`src/common/pmsnap_pkg.sv`:
```
package pmsnap_pkg;

    // ****************************************************
    // register offsets
    // ****************************************************
    localparam logic [11:0] OFF_PC_LO = 12'h600;
    localparam logic [11:0] OFF_PC_HI = 12'h604;
    localparam logic [11:0] OFF_CTX_EL1 = 12'h608;
    localparam logic [11:0] OFF_CTX_EL2 = 12'h60c;
    localparam logic [11:0] OFF_STATUS = 12'h610;
    localparam logic [11:0] OFF_OVF = 12'h614;
    localparam logic [11:0] OFF_CYC_LO = 12'h618;
    localparam logic [11:0] OFF_CYC_HI = 12'h61c;
    localparam logic [11:0] OFF_EVT_BASE = 12'h620;
    localparam logic [11:0] OFF_TRIGGER = 12'h6f0;

    // ****************************************************
    // field positions and reset values
    // ****************************************************
    localparam int PC_WORLD_BIT = 63;
    localparam int PC_ADDR_MSB = 55;
    localparam int STATUS_NC_BIT = 0;
    localparam int TRIGGER_BIT = 0;
    localparam logic STATUS_NC_RESET = 1'b1;
    localparam int NUM_EVT = 6;

    // ****************************************************
    // carriers
    // ****************************************************
    typedef struct packed {
        logic world;
        logic [55:0] addr;
    } pmsnap_pc_s;

    typedef struct packed {
        pmsnap_pc_s pc;
        logic [31:0] ctx_el1;
        logic [31:0] ctx_el2;
        logic [31:0] ovf;
        logic [63:0] cyc;
        logic [NUM_EVT*32-1:0] evt;
    } pmsnap_live_s;

    typedef struct packed {
        logic en;
        logic wr;
        logic [11:0] addr;
        logic [31:0] wdata;
    } pmsnap_req_s;

endpackage

```
`src/hdl/pmsnap_bank.sv`:
```
`timescale 1ns/1ps

// How it works
// snapshot words live from offset 0x600
// each debugger request takes fresh snapshot
// pc snapshot loads live sample, reads inert
// pc bit63 world, 62:56 zero, 55:0 address
// copy el1 context sample at capture
// copy el2 context sample at capture
// status bit0 zero means counters captured
// security violation skips event counters, flags
// status ignores pc snapshot outcome
// status resets to one, first capture overwrites
// monitor tracks its own capture success
// overflow copy ignores later set/clear writes
// cycle copy in low/high words, frozen
// six event copies at base plus four n
// event copies ignore later counter writes
// write-only trigger word at 0x6f0
// bit0 one captures now, zero ignored
// error while powered down or double-locked
// all copies load in one cycle; event copies are skipped under security violation
module pmsnap_bank #(
    parameter int NUM_EVT = pmsnap_pkg::NUM_EVT
) (
    input wire logic sys_clk,
    input wire logic resetn,
    input wire logic ce,
    input wire logic ext_req_pin,
    input wire pmsnap_pkg::pmsnap_live_s live,
    input wire logic sec_violation,
    input wire logic core_pwr_off,
    input wire logic double_lock_condition,
    input wire pmsnap_pkg::pmsnap_req_s req,
    output logic [31:0] rdata,
    output logic ack,
    output logic err
);

    initial begin
        if (NUM_EVT != pmsnap_pkg::NUM_EVT) begin
            $error("event counter count must match live carrier");
        end
    end

    // ****************************************************
    // storage
    // ****************************************************
    pmsnap_pkg::pmsnap_live_s snap_r;
    logic nc_r;
    logic [31:0] rdata_nxt;
    logic err_nxt;
    logic hit;
    logic blocked;
    logic sw_req;
    logic capture;

    // access refused while core off or locked
    assign blocked = core_pwr_off | double_lock_condition;

    // software trigger: bit0 set on an allowed write
    assign sw_req = ce & req.en & req.wr & ~blocked & (req.addr == pmsnap_pkg::OFF_TRIGGER)
                    & req.wdata[pmsnap_pkg::TRIGGER_BIT];

    pmsnap_trig u_trig (
        .sys_clk(sys_clk),
        .resetn(resetn),
        .ce(ce),
        .ext_req_pin(ext_req_pin),
        .sw_req(sw_req),
        .capture(capture)
    );

    // ****************************************************
    // capture of the copies in one cycle, event copies only without security violation
    // ****************************************************
    always_ff @(posedge sys_clk or negedge resetn) begin
        if (!resetn) begin
            snap_r <= '0;
        end else if (ce && capture) begin
            snap_r.pc <= live.pc;
            snap_r.ctx_el1 <= live.ctx_el1;
            snap_r.ctx_el2 <= live.ctx_el2;
            snap_r.ovf <= live.ovf;
            snap_r.cyc <= live.cyc;
            if (!sec_violation) begin
                snap_r.evt <= live.evt;
            end
        end
    end

    // no-capture flag, counters only
    always_ff @(posedge sys_clk or negedge resetn) begin
        if (!resetn) begin
            nc_r <= pmsnap_pkg::STATUS_NC_RESET;
        end else if (ce && capture) begin
            nc_r <= sec_violation;
        end
    end

    // ****************************************************
    // read decode
    // ****************************************************
    always_comb begin
        hit = 1'b1;
        rdata_nxt = 32'h0;
        unique case (req.addr)
            pmsnap_pkg::OFF_PC_LO: rdata_nxt = snap_r.pc.addr[31:0];
            pmsnap_pkg::OFF_PC_HI: rdata_nxt = {snap_r.pc.world, 7'h00,
                                                snap_r.pc.addr[55:32]};
            pmsnap_pkg::OFF_CTX_EL1: rdata_nxt = snap_r.ctx_el1;
            pmsnap_pkg::OFF_CTX_EL2: rdata_nxt = snap_r.ctx_el2;
            pmsnap_pkg::OFF_STATUS: rdata_nxt = {31'h0, nc_r};
            pmsnap_pkg::OFF_OVF: rdata_nxt = snap_r.ovf;
            pmsnap_pkg::OFF_CYC_LO: rdata_nxt = snap_r.cyc[31:0];
            pmsnap_pkg::OFF_CYC_HI: rdata_nxt = snap_r.cyc[63:32];
            pmsnap_pkg::OFF_TRIGGER: rdata_nxt = 32'h0;
            default: begin
                hit = 1'b0;
                for (int i = 0; i < NUM_EVT; i++) begin
                    if (req.addr == pmsnap_pkg::OFF_EVT_BASE + 12'(4 * i)) begin
                        hit = 1'b1;
                        rdata_nxt = snap_r.evt[i*32 +: 32];
                    end
                end
            end
        endcase
        err_nxt = blocked | ~hit;
    end

    // one-cycle answer, reads never touch live sampling
    always_ff @(posedge sys_clk or negedge resetn) begin
        if (!resetn) begin
            rdata <= 32'h0;
            ack <= 1'b0;
            err <= 1'b0;
        end else if (ce) begin
            ack <= req.en;
            err <= req.en & err_nxt;
            rdata <= (req.en && !req.wr && !err_nxt) ? rdata_nxt : 32'h0;
        end
    end

    // ****************************************************
    // checks
    // ****************************************************
    a_status_reset: assert property (@(posedge sys_clk) $rose(resetn) |-> nc_r)
        else $error("status not one after reset");
    a_blocked_err: assert property (@(posedge sys_clk) disable iff (!resetn)
        ce && req.en && blocked |=> err && ack)
        else $error("blocked access not refused");
    a_nc_follows: assert property (@(posedge sys_clk) disable iff (!resetn)
        ce && capture |=> nc_r == $past(sec_violation))
        else $error("status not capture outcome");
    a_evt_hold: assert property (@(posedge sys_clk) disable iff (!resetn)
        ce && capture && sec_violation |=> $stable(snap_r.evt))
        else $error("event copy changed on violation");
    a_cyc_load: assert property (@(posedge sys_clk) disable iff (!resetn)
        ce && capture |=> snap_r.cyc == $past(live.cyc))
        else $error("cycle copy not loaded");
    a_pc_load: assert property (@(posedge sys_clk) disable iff (!resetn)
        ce && capture |=> snap_r.pc == $past(live.pc) && snap_r.ovf == $past(live.ovf))
        else $error("pc or overflow copy not loaded");
    a_hold_idle: assert property (@(posedge sys_clk) disable iff (!resetn)
        !capture |=> $stable(snap_r))
        else $error("copy changed without capture");
    a_ctx_load: assert property (@(posedge sys_clk) disable iff (!resetn)
        ce && capture |=> snap_r.ctx_el1 == $past(live.ctx_el1)
                          && snap_r.ctx_el2 == $past(live.ctx_el2))
        else $error("context copy not loaded");
    a_sw_trigger: assert property (@(posedge sys_clk) disable iff (!resetn)
        sw_req |=> snap_r.cyc == $past(live.cyc))
        else $error("software trigger missed");

endmodule

```
`src/hdl/pmsnap_trig.sv`:
```
`timescale 1ns/1ps

// ****************************************************
// capture request merge
// ****************************************************
module pmsnap_trig (
    input wire logic sys_clk,
    input wire logic resetn,
    input wire logic ce,
    input wire logic ext_req_pin,
    input wire logic sw_req,
    output logic capture
);

    logic sync1_r;
    logic sync2_r;
    logic sync3_r;

    // pin synchroniser plus edge memory
    always_ff @(posedge sys_clk or negedge resetn) begin
        if (!resetn) begin
            sync1_r <= 1'b0;
            sync2_r <= 1'b0;
            sync3_r <= 1'b0;
        end else if (ce) begin
            sync1_r <= ext_req_pin;
            sync2_r <= sync1_r;
            sync3_r <= sync2_r;
        end
    end

    // rising edge of the pin or software write
    assign capture = (sync2_r & ~sync3_r) | sw_req;

endmodule
```
`config.mk`:
```
export PLATFORM = sky130hd
export DESIGN_NAME = pmsnap_bank
export DESIGN_NICKNAME = d
export VERILOG_FILES = /design/src/common/pmsnap_pkg.sv /design/src/hdl/pmsnap_bank.sv /design/src/hdl/pmsnap_trig.sv
export SDC_FILE = /design/constraint.sdc
export NUM_CORES = 1
export LEC_CHECK = 0
export ABC_CLOCK_PERIOD_IN_PS = 1880
export BUFFER_PORTS_ARGS = -buffer_cell sky130_fd_sc_hd__buf_4
export CAP_MARGIN = 10
export CORE_ASPECT_RATIO = 0.7
export CORE_UTILIZATION = 54
export DETAILED_ROUTE_END_ITERATION = 6
export PLACE_DENSITY = 0.88
export SLEW_MARGIN = 10
export SYNTH_ARGS = -nofsm -noshare
export SYNTH_HDL_FRONTEND = slang
export SYNTH_SLANG_ARGS = --single-unit
export TNS_END_PERCENT = 5
```
`constraint.sdc`:
```
create_clock -name sys_clk -period 1.88 [get_ports sys_clk]
set_input_delay 0.094 -clock sys_clk [delete_from_list [all_inputs] [get_ports sys_clk]]
set_output_delay 0.094 -clock sys_clk [all_outputs]
set_load 0.03 [all_outputs]
```
==> results.md <==
* Unrepaired setup endpoints after global routing: yes
* Cells after Synth at ~1500
* Switching share of power at 30.9%
* Total Power at 33.3 mW
* Number of synthesized flops with an enable pin at 0
* # clock sinks at 447
* Synth Net Count at 1965
* Clock power share at 29.7%
* Dpl cell area at 0.0262 sq mm
* Worst-Skew Late Latency at 580 ps
* DRT Pass-1 Iters at 7
* CTS tree: built
* Post-Layout Cell Count at 3070
* Total detailed-routing wirelength at 92.8 mm
* Reg power frac at 46.3%
* Number of global-route vias before repair at approximately 21000
* First-pass GRT wire length at 136 mm
* Initial antenna violation count at 13
* Clk_skew at 28.0 ps
* Syn Area/Cell at approximately 14 sq um
* Cts bufs inserted at 44
* Pre-CTS setup slack at -317 ps
* Via density at 6.35
* Critical path class: reg2reg
* Leakage power at 14.3 nW
* GPL Wtd Cong at 1.09
* Die height at 166 um
* Reg2reg start: snap_r[401]
* IO buf count at between 400 and 500
* Slew Viols, Final at 0
* Drt drc at 6
* Status: finished with violations
* Register area share after synthesis at 53.8%
* Asr flop ratio synth at 100%
* Placed Cells at 2564
* Largest net degree at the start of global routing at 64
* Tot GR Track Use at 47.2%
* Mapped Area at 0.0208 sq mm
* Clk pin slew, worst setup/hold paths at 80 ps
* Max FO, Critical Path at 2
* Cell Int Power at ~23 mW
* Row cnt at 59
* Final worst setup slack at -53.0 ps
* YS warnings at 0
* Share of cells above drive strength 1 at 41.7%
* Power Dens Cells at about 1000 mW/mm^2
* Reg2Reg Depth at 4
* Area grow syn2layout at 53.7%
* Clock tree buffer depth at 3
* Vias at 19500
* Post-CTS setup buffers at 0
* Slew Limit Headroom at between 30% and 40%
* Sw power at 10.3 mW
* Total die area at 0.0393 sq mm
* Nets at 3000
* Post-DP HPWL at 57.0 mm
* Initial DRC count at 2366
* Fin crit share at 103%
* Per-cell routed wire length at 30.2 um
* IO Pins at 496
* Crit path DAT at about 2400 ps
* Chip width at 237 um
* Hold Path Class: in2async
* Starting Density at 55.4%
* Crit path launch type: flip-flop
* Slew at the pin with the worst max-slew slack at 921 ps
* Synthesis-stage register bit count at approximately 450
* Worst reg2reg endpoint: rdata[17]
* Flop2flop setup slack at -50 ps
* Detail Route Antenna Nets at 0
* Count of endpoints failing setup in the final report at 4
* F_max at about 520 MHz
* Gate power share at a little under a quarter
* Crit path time final at roughly 1900 ps
* Clock root buffer: clkbuf_16
* CTS HTree Levels at 2
* Failing checks: DRC, setup timing
* Crit. End Element: flip-flop
* Final instance area at approximately 0.032 sq mm
* Placeable Area at about 0.038 sq mm
* Synth Flop Type: dfrtp_1
* Critical Path RT at 2300 ps
* Overflow after GRT at 0
* WHS at 56.5 ps
* Synth unique cells at 80
* Max cap viols at 0
* Hold Fails Final Rpt at 0
* Max VDD drop at 0.957 mV
cells in the final DEF, fill, tap and decap left out, types with 5 or more instances in the layout:
cell | synthesis | final
buf_4 | 11 | 646
dfrtp_1 | 446 | 446
dlygate4sd3_1 | 0 | 416
mux2_2 | 267 | 267
mux2_1 | 180 | 178
mux2i_1 | 74 | 74
nor2_1 | 49 | 49
clkbuf_16 | 0 | 46
a22o_1 | 32 | 32
buf_12 | 0 | 30
nand2_1 | 27 | 27
nor3_1 | 28 | 25
nor2b_1 | 24 | 24
nor4_1 | 25 | 24
o22ai_1 | 23 | 22
a22oi_1 | 21 | 19
nand3_1 | 15 | 15
a221oi_1 | 13 | 13
a21oi_1 | 13 | 13
mux4_2 | 11 | 11
clkinv_2 | 0 | 11
diode_2 | 0 | 9
o21ai_0 | 8 | 8
a211oi_1 | 8 | 8
clkbuf_8 | 0 | 8
clkbuf_1 | 18 | 8
nand4_1 | 7 | 7
o211ai_1 | 7 | 7
nor3_2 | 4 | 6
a32o_1 | 6 | 6
a221o_1 | 6 | 6
bufinv_16 | 0 | 6
a41oi_1 | 5 | 5
final cells by class:
| cell class | count | area (sq um) |
|---|---|---|
| well taps | 488 | 611 |
| multi-input cells | 947 | 8970 |
| flip-flops and latches | 447 | 11200 |
| clock inverters | 19 | 259 |
| diodes | 9 | 22.5 |
| clock buffers | 62 | 1290 |
| fillers | 1693 | 5580 |
| inverters | 4 | 15.0 |
| repair buffers | 1094 | 9640 |
flip-flops by register name (all words and copies together), names as in the netlist:
name and cells:
ack 1, err 1, nc_r 1, rdata 32
snap_r 409, u_trig.sync1_r 1, u_trig.sync2_r 1, u_trig.sync3_r 1
power by group through the flow:
| stage | Sequential, mW | Clock, mW | Combinational [mW] |
|---|---|---|---|
| after floorplan | 14.1 | 0 | 4.15 |
| after global placement | 14.7 | 0 | 6.23 |
| after detailed placement | 14.9 | 0 | 6.57 |
| after CTS | 14.8 | 9.59 | 7.35 |
| after global routing | 15.5 | 10.3 | 8.29 |
| final | 15.4 | 9.89 | 7.98 |
cells in the mapped netlist (4+ instances only):
| cell type | instances | area (sq um) |
|---|---|---|
| buf_6 | 32 | 360 |
| a2111oi_0 | 4 | 35.0 |
| nand4_1 | 7 | 43.8 |
| nor2b_1 | 24 | 150 |
| nor3_1 | 28 | 140 |
| nor3_2 | 4 | 40.0 |
| a22oi_1 | 21 | 158 |
| o211ai_1 | 7 | 52.6 |
| a221o_1 | 6 | 60.1 |
| mux2i_1 | 74 | 741 |
| o21bai_1 | 4 | 30.0 |
| dfrtp_1 | 446 | 11200 |
| buf_4 | 11 | 82.6 |
| o21ai_0 | 8 | 40.0 |
| nor4b_1 | 4 | 35.0 |
| or3_1 | 4 | 25.0 |
| a21oi_1 | 13 | 65.1 |
| mux2_1 | 180 | 2030 |
| a41oi_1 | 5 | 43.8 |
| nand2_1 | 27 | 101 |
| a211oi_1 | 8 | 60.1 |
| mux2_2 | 267 | 3010 |
| a32o_1 | 6 | 60.1 |
| o22ai_1 | 23 | 144 |
| mux4_2 | 11 | 248 |
| nor2_1 | 49 | 184 |
| nand3_1 | 15 | 75.1 |
| a22o_1 | 32 | 280 |
| a31oi_1 | 4 | 25.0 |
| nor4_1 | 25 | 156 |
| clkbuf_1 | 18 | 67.6 |
| o31ai_1 | 4 | 30.0 |
| buf_2 | 43 | 215 |
| a221oi_1 | 13 | 114 |
how the worst max path moves through the flow:
| stage | from | endpoint | cells after the start |
|---|---|---|---|
| floorplan | req[32] | snap_r[102] | 8 |
| CTS | snap_r[234] | rdata[10] | 5 |
| global route | req[45] | snap_r[53] | 9 |
| global placement | req[39] | rdata[17] | 10 |
| detailed placement | req[39] | rdata[17] | 10 |
| finish | snap_r[401] | rdata[17] | 4 |
stage by stage:
stage | setup TNS, ps | util [%]
3_3_place_gp | -64260 | 69.8
3_5_place_dp | -78230 | 69.8
6_report | -112 | 85.2
4_1_cts | 0 | 85.0
2_1_floorplan | -574 | -
5_1_grt | -47.1 | 85.1
metal layers:
metal  GRT usage, %  share of wire, %  up-vias
li1               -                 -     7735
met3           16.8                11      537
met5           1.82              0.19        -
met4           30.6               8.2       10
met1           54.6                35     9656
met2           74.3                45     1554
critical path, stage by stage (launching register included):
cell	delay [ps]
dfrtp_1	420
mux2_2	280
a22o_1	200
nor4_1	760
a211oi_1	100
cell families after synthesis:
logic type             after synthesis  share of synthesized area, %
DFF                                447                          53.8
muxes                              532                          28.9
buffers and inverters              109                          3.58
AOI/OAI and AO/OA                  198                          7.61
and+or+nand+nor                    217                          6.13
timing repair:
item	in CTS	in global routing
resized for setup	0	8
hold buffers	416	0
endpoints found under the setup margin	0	14
hold endpoints to repair	771	0
(Power assumes the default switching activity.)
